## src/core/sscs_pkg.sv

```systemverilog
// Package: register map, field layout and reset values of the sync serial channel
package sscs_pkg;
    // Register byte offsets
    localparam logic [7:0] OFF_CTRL   = 8'h00;
    localparam logic [7:0] OFF_BAUD   = 8'h04;
    localparam logic [7:0] OFF_TXBUF  = 8'h08;
    localparam logic [7:0] OFF_RXBUF  = 8'h0c;
    localparam logic [7:0] OFF_SSCTRL = 8'h10;
    localparam logic [7:0] OFF_STATUS = 8'h14;
    localparam logic [7:0] OFF_ISTAT  = 8'h18;
    localparam logic [7:0] OFF_ICLR   = 8'h1c;
    localparam logic [7:0] OFF_IEN    = 8'h20;

    // Flow control settings
    localparam logic [1:0] FLOW_NONE = 2'h0;
    localparam logic [1:0] FLOW_CTS  = 2'h1;
    localparam logic [1:0] FLOW_RTS  = 2'h2;

    // Shared serial control fields
    localparam int SSC_PIN_SEL = 4;
    localparam int SSC_DUAL    = 5;

    // Interrupt status bits
    localparam int IRQ_TX  = 0;
    localparam int IRQ_RX  = 1;
    localparam int IRQ_OVR = 2;
    localparam int IRQ_W   = 3;

    // Status register bits
    localparam int ST_TBUF_FULL = 0;
    localparam int ST_RX_FULL   = 1;
    localparam int ST_OVERRUN   = 2;
    localparam int ST_BUSY      = 3;
    localparam int ST_FLOW_PIN  = 4;

    // Reset values
    localparam logic [7:0] CTRL_RST   = 8'h00;
    localparam logic [7:0] BAUD_RST   = 8'hff;
    localparam logic [7:0] SSCTRL_RST = 8'h00;

    // Index of the last bit in a frame
    localparam logic [2:0] LAST_BIT = 3'h7;

    // Control register layout, bit 7 down to bit 0
    typedef struct packed {
        logic       gpio_oe;
        logic       gpio_out;
        logic       tx_irq_done;
        logic       ext_clk;
        logic [1:0] flow;
        logic       rx_en;
        logic       tx_en;
    } sscs_ctrl_s;
endpackage

```

## src/core/sscs_sync.sv

```systemverilog
// Two flip-flop synchroniser for inputs from outside the pclk domain
`timescale 1ns/1ps
`default_nettype none
module sscs_sync #(
    parameter int W = 1
) (
    input  wire logic         pclk,
    input  wire logic         presetn,
    input  wire logic [W-1:0] d,
    output var  logic [W-1:0] q
);
    logic [W-1:0] meta_q;

    // First stage feeds only the second stage
    always_ff @(posedge pclk or negedge presetn) begin
        if (!presetn) begin
            meta_q <= '0;
            q      <= '0;
        end else begin
            meta_q <= d;
            q      <= meta_q;
        end
    end
endmodule // sscs_sync
`default_nettype wire

```

## src/core/sscs_top.sv

```systemverilog
// Sync serial channel: APB registers, shifter, CTS/RTS flow control, dual clock pins
//
// Notes on behaviour
// In dual-pin mode, clock appears on only one of two pins, per pin select.
// Pin select is bit 4 of shared serial control; toggling moves the clock.
// Host toggles pin select on each transmit interrupt, then writes next byte.
// Host sets transmit enable, then writes first byte; secondary pin if selected.
// With CTS flow, clock starts and transmit begins once CTS is seen low.
// CTS is sampled only at byte start; a byte in flight always completes (here clearing transmit enable aborts it mid-byte).
// After stopping for CTS high, clocking resumes when CTS returns low.
// With RTS flow, RTS is driven low whenever the receiver is ready.
// RTS goes high on the first falling clock edge of a reception.
// RTS goes low at the eighth bit's rising edge, whether or not buffer read.
// Flow is CTS, RTS or none; with none the flow pin is general I/O.
// Host sets transmit and receive enable, writes dummy byte; RTS then goes low.
// Host writes one more dummy byte for each further byte to receive.
// Overrun flagged when a byte completes before the previous one was read.
// On overrun the newest byte stays in the buffer and no receive event.
// Overrun sets the overrun error flag to one.
// Host recovers from overrun by reinit and resend; timeouts are software's.
// Each written byte moves into the shift register before shifting out.
// In dual-pin mode the unselected clock pin stays at its idle level.
`timescale 1ns/1ps
`default_nettype none
module sscs_top (
    input  wire logic        pclk,
    input  wire logic        presetn,
    input  wire logic        psel,
    input  wire logic        penable,
    input  wire logic        pwrite,
    input  wire logic [7:0]  paddr,
    input  wire logic [31:0] pwdata,
    output var  logic [31:0] prdata,
    output logic             pready,
    output logic             pslverr,
    output logic             irq,
    output var  logic        txd,
    input  wire logic        rxd,
    output logic             primary_clock_out_pin,
    output logic             secondary_clock_out_pin,
    input  wire logic        ext_clk_in,
    input  wire logic        flow_pin_i,
    output logic             flow_pin_o,
    output logic             flow_pin_oe
);
    typedef enum logic {SSCS_IDLE, SSCS_RUN} sscs_state_e;

    // Address decode used for the error answer only; the read mux decodes paddr in its own case
    function automatic logic sscs_addr_ok(input logic [7:0] a);
        return a == sscs_pkg::OFF_CTRL   || a == sscs_pkg::OFF_BAUD  ||
               a == sscs_pkg::OFF_TXBUF  || a == sscs_pkg::OFF_RXBUF ||
               a == sscs_pkg::OFF_SSCTRL || a == sscs_pkg::OFF_STATUS ||
               a == sscs_pkg::OFF_ISTAT  || a == sscs_pkg::OFF_ICLR  ||
               a == sscs_pkg::OFF_IEN;
    endfunction

    sscs_pkg::sscs_ctrl_s          ctrl_q;
    logic [7:0]                    baud_q;
    logic [7:0]                    ssctrl_q;
    logic [7:0]                    tbuf_q;
    logic                          tbuf_full_q;
    logic [7:0]                    rbuf_q;
    logic                          rx_full_q;
    logic                          ovr_q;
    logic [sscs_pkg::IRQ_W-1:0]    istat_q;
    logic [sscs_pkg::IRQ_W-1:0]    ien_q;
    sscs_state_e                   state_q;
    logic [7:0]                    tx_sh_q;
    logic [7:0]                    rx_sh_q;
    logic [2:0]                    bit_q;
    logic                          first_q;
    logic                          sel_q;
    logic [7:0]                    div_q;
    logic                          clk_q;
    logic                          ext_prev_q;
    logic                          rts_q;

    // Pin inputs pass the synchroniser before any logic reads them
    logic [2:0] pins_s;
    sscs_sync #(.W(3)) u_sync (
        .pclk    (pclk),
        .presetn (presetn),
        .d       ({ext_clk_in, rxd, flow_pin_i}),
        .q       (pins_s)
    );
    wire ext_s  = pins_s[2];
    wire rxd_s  = pins_s[1];
    wire flow_s = pins_s[0];

    // APB decode; zero wait state, read data latched in the setup cycle
    wire acc     = psel & penable;
    wire wr      = acc & pwrite;
    wire rd      = acc & ~pwrite;
    wire setup   = psel & ~penable;
    wire wr_ctrl = wr & (paddr == sscs_pkg::OFF_CTRL);
    wire wr_baud = wr & (paddr == sscs_pkg::OFF_BAUD);
    wire wr_tbuf = wr & (paddr == sscs_pkg::OFF_TXBUF);
    wire wr_ssc  = wr & (paddr == sscs_pkg::OFF_SSCTRL);
    wire wr_iclr = wr & (paddr == sscs_pkg::OFF_ICLR);
    wire wr_ien  = wr & (paddr == sscs_pkg::OFF_IEN);
    wire rd_rx   = rd & (paddr == sscs_pkg::OFF_RXBUF);
    assign pready  = 1'b1;
    assign pslverr = acc & ~sscs_addr_ok(paddr);

    // Clock edges: internal divider or sampled external link clock
    wire run      = state_q == SSCS_RUN;
    wire tick     = div_q == baud_q;
    wire ext_rise = ext_s & ~ext_prev_q;
    wire ext_fall = ~ext_s & ext_prev_q;
    wire sh_fall  = run & (ctrl_q.ext_clk ? ext_fall : (tick & clk_q));
    wire sh_rise  = run & (ctrl_q.ext_clk ? ext_rise : (tick & ~clk_q));
    wire done     = sh_rise & (bit_q == sscs_pkg::LAST_BIT);

    // CTS only gates the start of a byte, never a byte in flight
    wire cts_ok = (ctrl_q.flow != sscs_pkg::FLOW_CTS) | ~flow_s;
    wire start  = ~run & tbuf_full_q & ctrl_q.tx_en & cts_ok;
    wire [7:0] rx_byte = {rxd_s, rx_sh_q[7:1]};
    wire ovr_evt = done & ctrl_q.rx_en & rx_full_q & ~rd_rx;
    wire rx_evt  = done & ctrl_q.rx_en & ~ovr_evt;
    wire tx_evt  = ctrl_q.tx_irq_done ? done : start;

    // Control registers written by software
    always_ff @(posedge pclk or negedge presetn) begin
        if (!presetn) begin
            ctrl_q   <= sscs_pkg::CTRL_RST;
            baud_q   <= sscs_pkg::BAUD_RST;
            ssctrl_q <= sscs_pkg::SSCTRL_RST;
            ien_q    <= '0;
        end else begin
            if (wr_ctrl)
                ctrl_q <= pwdata[7:0];
            if (wr_baud)
                baud_q <= pwdata[7:0];
            if (wr_ssc)
                ssctrl_q <= pwdata[7:0];
            if (wr_ien)
                ien_q <= pwdata[sscs_pkg::IRQ_W-1:0];
        end
    end

    // Transmit buffer; a write in the same cycle as a load wins
    always_ff @(posedge pclk or negedge presetn) begin
        if (!presetn) begin
            tbuf_q      <= 8'h00;
            tbuf_full_q <= 1'b0;
        end else begin
            if (wr_tbuf)
                tbuf_q <= pwdata[7:0];
            if (wr_tbuf)
                tbuf_full_q <= 1'b1;
            else if (start)
                tbuf_full_q <= 1'b0;
        end
    end

    // Receive buffer and overrun flag; clearing rx enable clears the overrun flag
    always_ff @(posedge pclk or negedge presetn) begin
        if (!presetn) begin
            rbuf_q    <= 8'h00;
            rx_full_q <= 1'b0;
            ovr_q     <= 1'b0;
        end else begin
            if (done & ctrl_q.rx_en)
                rbuf_q <= rx_byte;
            if (rx_evt)
                rx_full_q <= 1'b1;
            else if (rd_rx)
                rx_full_q <= 1'b0;
            if (ovr_evt)
                ovr_q <= 1'b1;
            else if (!ctrl_q.rx_en)
                ovr_q <= 1'b0;
        end
    end

    // Sticky interrupt status; a new event beats a clear in the same cycle
    logic [sscs_pkg::IRQ_W-1:0] ev;
    assign ev[sscs_pkg::IRQ_TX]  = tx_evt;
    assign ev[sscs_pkg::IRQ_RX]  = rx_evt;
    assign ev[sscs_pkg::IRQ_OVR] = ovr_evt;
    wire [sscs_pkg::IRQ_W-1:0] clr = wr_iclr ? pwdata[sscs_pkg::IRQ_W-1:0] : '0;
    always_ff @(posedge pclk or negedge presetn) begin
        if (!presetn)
            istat_q <= '0;
        else
            istat_q <= (istat_q & ~clr) | ev;
    end
    assign irq = |(istat_q & ien_q);

    // Byte sequencer: one byte per start, then back to idle
    always_ff @(posedge pclk or negedge presetn) begin
        if (!presetn) begin
            state_q <= SSCS_IDLE;
        end else begin
            unique case (state_q)
                SSCS_IDLE: begin
                    if (start)
                        state_q <= SSCS_RUN;
                end
                SSCS_RUN: begin
                    if (done | ~ctrl_q.tx_en)
                        state_q <= SSCS_IDLE;
                end
            endcase
        end
    end

    // Shift registers: data out on falling edge, sampled on rising edge
    always_ff @(posedge pclk or negedge presetn) begin
        if (!presetn) begin
            tx_sh_q <= 8'h00;
            rx_sh_q <= 8'h00;
            bit_q   <= 3'h0;
            first_q <= 1'b0;
            txd     <= 1'b1;
        end else begin
            if (start) begin
                tx_sh_q <= tbuf_q;
                bit_q   <= 3'h0;
                first_q <= 1'b1;
            end else begin
                if (sh_fall) begin
                    txd     <= tx_sh_q[0];
                    first_q <= 1'b0;
                end
                if (sh_rise) begin
                    tx_sh_q <= tx_sh_q >> 1;
                    rx_sh_q <= rx_byte;
                    bit_q   <= bit_q + 3'h1;
                end
            end
        end
    end

    // Internal clock divider; the clock only runs while a byte is in flight
    always_ff @(posedge pclk or negedge presetn) begin
        if (!presetn) begin
            div_q <= 8'h00;
            clk_q <= 1'b1;
        end else if (run & ~ctrl_q.ext_clk & ~done) begin
            div_q <= tick ? 8'h00 : div_q + 8'h01;
            if (tick)
                clk_q <= ~clk_q;
        end else begin
            div_q <= 8'h00;
            clk_q <= 1'b1;
        end
    end

    // External clock edge detector, reads only the synchronised copy
    always_ff @(posedge pclk or negedge presetn) begin
        if (!presetn)
            ext_prev_q <= 1'b1;
        else
            ext_prev_q <= ext_s;
    end

    // Pin select is frozen per byte, so toggling it early cannot cut a byte
    always_ff @(posedge pclk or negedge presetn) begin
        if (!presetn)
            sel_q <= 1'b0;
        else if (start)
            sel_q <= ssctrl_q[sscs_pkg::SSC_PIN_SEL];
    end

    // Clock pins; unselected pin idles high in dual-pin mode
    wire dual  = ssctrl_q[sscs_pkg::SSC_DUAL];
    wire clk_v = ctrl_q.ext_clk ? 1'b1 : clk_q;
    assign primary_clock_out_pin   = (dual & sel_q) ? 1'b1 : clk_v;
    assign secondary_clock_out_pin = (dual & sel_q) ? clk_v : 1'b1;

    // RTS: low when ready, high at first falling edge, low at last bit
    always_ff @(posedge pclk or negedge presetn) begin
        if (!presetn)
            rts_q <= 1'b1;
        else if (!(ctrl_q.rx_en & ctrl_q.tx_en))
            rts_q <= 1'b1;
        else if (start)
            rts_q <= 1'b0;
        else if (sh_fall & first_q)
            rts_q <= 1'b1;
        else if (done)
            rts_q <= 1'b0;
    end

    // Flow pin: CTS input, RTS output, or general I/O
    wire is_rts = ctrl_q.flow == sscs_pkg::FLOW_RTS;
    wire is_gp  = ctrl_q.flow == sscs_pkg::FLOW_NONE;
    assign flow_pin_o  = is_rts ? rts_q : ctrl_q.gpio_out;
    assign flow_pin_oe = is_rts | (is_gp & ctrl_q.gpio_oe);

    // Read mux
    logic [7:0] stat;
    assign stat = {3'h0, flow_s, run, ovr_q, rx_full_q, tbuf_full_q};
    logic [31:0] rd_mux;
    always_comb begin
        rd_mux = 32'h0000_0000;
        unique case (paddr)
            sscs_pkg::OFF_CTRL:   rd_mux[7:0] = ctrl_q;
            sscs_pkg::OFF_BAUD:   rd_mux[7:0] = baud_q;
            sscs_pkg::OFF_RXBUF:  rd_mux[7:0] = rbuf_q;
            sscs_pkg::OFF_SSCTRL: rd_mux[7:0] = ssctrl_q;
            sscs_pkg::OFF_STATUS: rd_mux[7:0] = stat;
            sscs_pkg::OFF_ISTAT:  rd_mux[sscs_pkg::IRQ_W-1:0] = istat_q;
            sscs_pkg::OFF_IEN:    rd_mux[sscs_pkg::IRQ_W-1:0] = ien_q;
            default:              rd_mux = 32'h0000_0000;
        endcase
    end

    // Read data captured in setup so it stands through the access phase
    always_ff @(posedge pclk or negedge presetn) begin
        if (!presetn)
            prdata <= 32'h0000_0000;
        else if (setup)
            prdata <= rd_mux;
    end
endmodule // sscs_top
`default_nettype wire

```

## config.mk

```make
export PLATFORM = sky130hd
export DESIGN_NAME = sscs_top
export DESIGN_NICKNAME = d
export VERILOG_FILES = /design/src/core/sscs_pkg.sv /design/src/core/sscs_sync.sv /design/src/core/sscs_top.sv
export SDC_FILE = /design/constraint.sdc
export NUM_CORES = 1
export LEC_CHECK = 0
export BUFFER_PORTS_ARGS = -buffer_cell sky130_fd_sc_hd__buf_2
export CAP_MARGIN = 20
export CELL_PAD_IN_SITES_DETAIL_PLACEMENT = 1
export CELL_PAD_IN_SITES_GLOBAL_PLACEMENT = 2
export CORE_ASPECT_RATIO = 1.1
export CORE_UTILIZATION = 38
export CTS_BUF_LIST = sky130_fd_sc_hd__clkbuf_4
export CTS_CLUSTER_SIZE = 10
export DETAILED_ROUTE_END_ITERATION = 10
export PLACE_DENSITY = 0.85
export SETUP_SLACK_MARGIN = 0.2
export SLEW_MARGIN = 20
export SYNTH_ARGS = -nofsm -noshare
export SYNTH_HDL_FRONTEND = slang
export SYNTH_HIERARCHICAL = 1
export SYNTH_SLANG_ARGS = --single-unit
```

## constraint.sdc

```tcl
create_clock -name pclk -period 2.27 [get_ports pclk]
set_input_delay 0.1135 -clock pclk [delete_from_list [all_inputs] [get_ports pclk]]
set_output_delay 0.1135 -clock pclk [all_outputs]
set_load 0.05 [all_outputs]
```

==> results.ini <==
[timing]
worstMarginPinSlew_ps = 652
fmax_mhz = 476
finalWorstSetupSlack_ps = 168
finClkSkew_ps = 13.2
min_period_over_period_pct = 92.6
maxSlewViolCount = 0
fin_crit_ps = 2100
finalSetupTns_ps = 0
finalHoldViolCount = 0
maxSlewHeadroom_pct = 56.6
rsz0062_at_grt = true
finalSetupViolations = 0

[clock_network]
worstSkewPairLatency_ps = 470
cts_buffers = 9
htreeDepth = 3
clkTransAtPathRegs_ps = 150
cts.path.max_buffers = 2
cts_root_buf = clkbuf_4
clkSinkCount = 96
cts_tree = done

[critical_path]
crit_arrival_ps = 2520
r2r-end = rbuf_q[0]$_DFFE_PN0P_
r2r_slack_ps = 170
crit_path_end_kind = flip-flop
cp-start-kind = flip-flop
cp.required_ps = 2690
r2r_start = baud_q[4]$_DFFE_PN1P_
critPathMaxFanout = 28
reg2reg_depth = 5
criticalPathCategory = flip-flop to flip-flop

[flow_run]
drv_cap = 0

[cells_and_area]
layout.cells.non_filler = 699
drive_gt1_share_pct = 28.1
layout.nets = 583
final_area_um2 = 5820
fillers = 1462
syn_to_final_growth_pct = 13.1

[die]
io_pins = 88
die_x_um = 113
num_rows = 44
die_area_um2 = 14000
initial_core_util_pct = 38.9
die_h_um = 124
coreArea_um2 = 13200

[pwr]
power_density_nw_per_um2 = 530
finalPower_mw = 3.09
ir_drop_mv = 0.197
power_leakage_nw = 2.73

[yosys]
async_flop_share_pct = 100
ys_warn_count = 6
syn_area_um2 = 5140
synth.avg_cell_area_um2 = 10.8
synth-main-ff-cell = dfrtp_1
seq_area_frac_synth_pct = 47.0
ys_ff_latch = 96
synth_edf_count = 0
synth_cells = 474
synth.distinct_cells = 57

[global_routing]
gr-total-overflow = 0
grt_first_pass_wirelength_um = 22300
grt_start_max_net_pins = 46
antenna_found_initial = 1
grt.total_usage_pct = 21.1
grt_pass1_vias = 4093

[detailed_routing]
route.detailed.drc = 0
drtIter0Drc = 246
via_per_inst = 5.74
drtAntennaViolNets = 0
finalWirelength_um = 13800
wl_per_cell_um = 19.8
dr.pass1.iters = 6
vias = 4009

[placed_design]
dp.cells = 667
postPlaceCellArea_um2 = 5500
preCtsSetupSlack_ps = 100
dp_hpwl_um = 9930
portBuffers = 38
gp_routability_congestion = 0.792

[status]
status = finished, final reports clean

[min_path]
worstHoldPathCells = 4
hold_path_class = input port to flip-flop
holdCritStartpoint = paddr[6]
hold_end = prdata[1]$_DFFE_PN0P_

## synthesized netlist by cell type, types with 3 or more instances
library cell / number / share of area (%)
buf_4: 25 / 3.6
a221oi_1: 10 / 1.7
nand3b_1: 4 / 0.58
xor2_1: 13 / 2.2
nor2_1: 21 / 1.5
o311ai_0: 9 / 1.5
a21oi_1: 10 / 0.97
nand4_1: 8 / 0.97
mux2i_1: 10 / 1.9
o211ai_1: 13 / 1.9
or3_1: 3 / 0.37
o21ai_0: 10 / 0.97
mux2_4: 13 / 3.8
and3_1: 10 / 1.2
o31ai_1: 3 / 0.44
inv_1: 12 / 0.88
mux2_2: 35 / 7.7
and3b_1: 3 / 0.51
buf_6: 3 / 0.66
or4_1: 12 / 1.8
dfrtp_1: 84 / 41
clkbuf_1: 21 / 1.5
nor3_1: 10 / 0.97
and2_0: 3 / 0.37
a222oi_1: 11 / 2.1
nand3_1: 26 / 2.5
nand2_1: 33 / 2.4
nor2b_1: 3 / 0.37
ha_1: 3 / 0.73
dfstp_2: 12 / 6.1
nand2b_1: 4 / 0.49
## worst max-delay path by stage
stage	start	endpoint	slack (ps)	depth (start not counted)
finish	baud_q[4]$_DFFE_PN1P_	rbuf_q[0]$_DFFE_PN0P_	170	5
detailed placement	baud_q[6]$_DFFE_PN1P_	rbuf_q[0]$_DFFE_PN0P_	100	5
global placement	baud_q[1]$_DFFE_PN1P_	rbuf_q[3]$_DFFE_PN0P_	170	5
floorplan	baud_q[1]$_DFFE_PN1P_	rx_sh_q[3]$_DFFE_PN0P_	210	5
global route	baud_q[6]$_DFFE_PN1P_	rbuf_q[0]$_DFFE_PN0P_	120	5
CTS	baud_q[1]$_DFFE_PN1P_	rbuf_q[6]$_DFFE_PN0P_	170	5
## cell type report
| type | count | area, µm² | area share (%) |
|---|---|---|---|
| antenna | 1 | 2.50 | 0.0430 |
| clock buffer | 10 | 75.1 | 1.29 |
| clock inverter | 6 | 60.1 | 1.03 |
| inverter | 12 | 45.0 | 0.774 |
| multi-input combinational | 337 | 2470 | 42.4 |
| sequential | 96 | 2420 | 41.6 |
| tap | 161 | 201 | 3.46 |
| timing repair buffer | 76 | 548 | 9.42 |
## cells by family after synthesis
kind of cell,synth area share (%)
simple gates,16.9
flops,47.0
compound gates,11.9
buf+inv,6.96
mux,13.8
xor+xnor,2.55
fa+ha+maj,0.730
other cells,0.146
## flip-flops by register name, indices dropped and copies added (netlist names), 3 cells and up
| name | cells |
|---|---|
| u_sync/meta_q | 3 |
| tbuf_q | 8 |
| ien_q | 3 |
| bit_q | 3 |
| rx_sh_q | 7 |
| ssctrl_q | 8 |
| prdata | 8 |
| baud_q | 8 |
| rbuf_q | 8 |
| div_q | 8 |
| istat_q | 3 |
| u_sync/q | 3 |
| tx_sh_q | 8 |
| ctrl_q | 8 |
## timing repair
| item | in CTS | in global routing |
|---|---|---|
| gates resized for setup | 8 | 1 |
| setup endpoints to repair | 23 | 19 |
| buffers inserted | 2 | 0 |
| endpoints found under the hold margin | 78 | 0 |
| hold buffers | 13 | 0 |
## power breakdown
part,leakage (nW),total (mW),internal (mW),switching [mW]
Sequential,1.22,1.78,1.75,0.0284
Combinational,1.44,0.370,0.103,0.267
Clock,0.0738,0.936,0.343,0.593
Total,2.73,3.09,2.20,0.888
## per-stage QoR
step,hold slack (ps),util (%)
6_report,73.0,44.0
4_1_cts,28.4,44.0
2_1_floorplan,-182,-
5_1_grt,64.6,44.0
3_3_place_gp,166,41.6
3_5_place_dp,172,41.6
## worst max-delay path, cell delays in order, from the launching register on
cell and delay [ps]:
dfstp_2 590, xor2_1 90, or4_4 570, buf_12 180, or4_1 520, nand3_1 100
## cell usage in the layout (no fill, tap or decap), drive strengths merged, types with 3 or more instances in the layout
master        n
buf          63
conb         25
nand4         8
clkbuf       10
dlygate4sd3  13
nor2b         3
nor3         11
a222oi       11
o31ai         3
and3         10
or3           3
a221oi       10
dfrtp        84
nor4          3
a21oi        10
xor2         13
ha            3
nand2b        4
nand2        33
o21ai        11
inv          12
mux2i        10
dfstp        12
mux2         48
o211ai       13
a31oi         3
clkinv        4
nand3        26
or4          14
o311ai        9
nor2         21
nand3b        4
and3b         3
and2          4
## per-layer routing
layer,part of all wire [%],GRT usage [%],vias up
li1,-,-,1836
met1,45,26.9,2055
met2,50,36.3,98
met3,3.4,2.92,20
met4,2.1,8.63,0
met5,0,0,-
(Power assumes the default switching activity.)
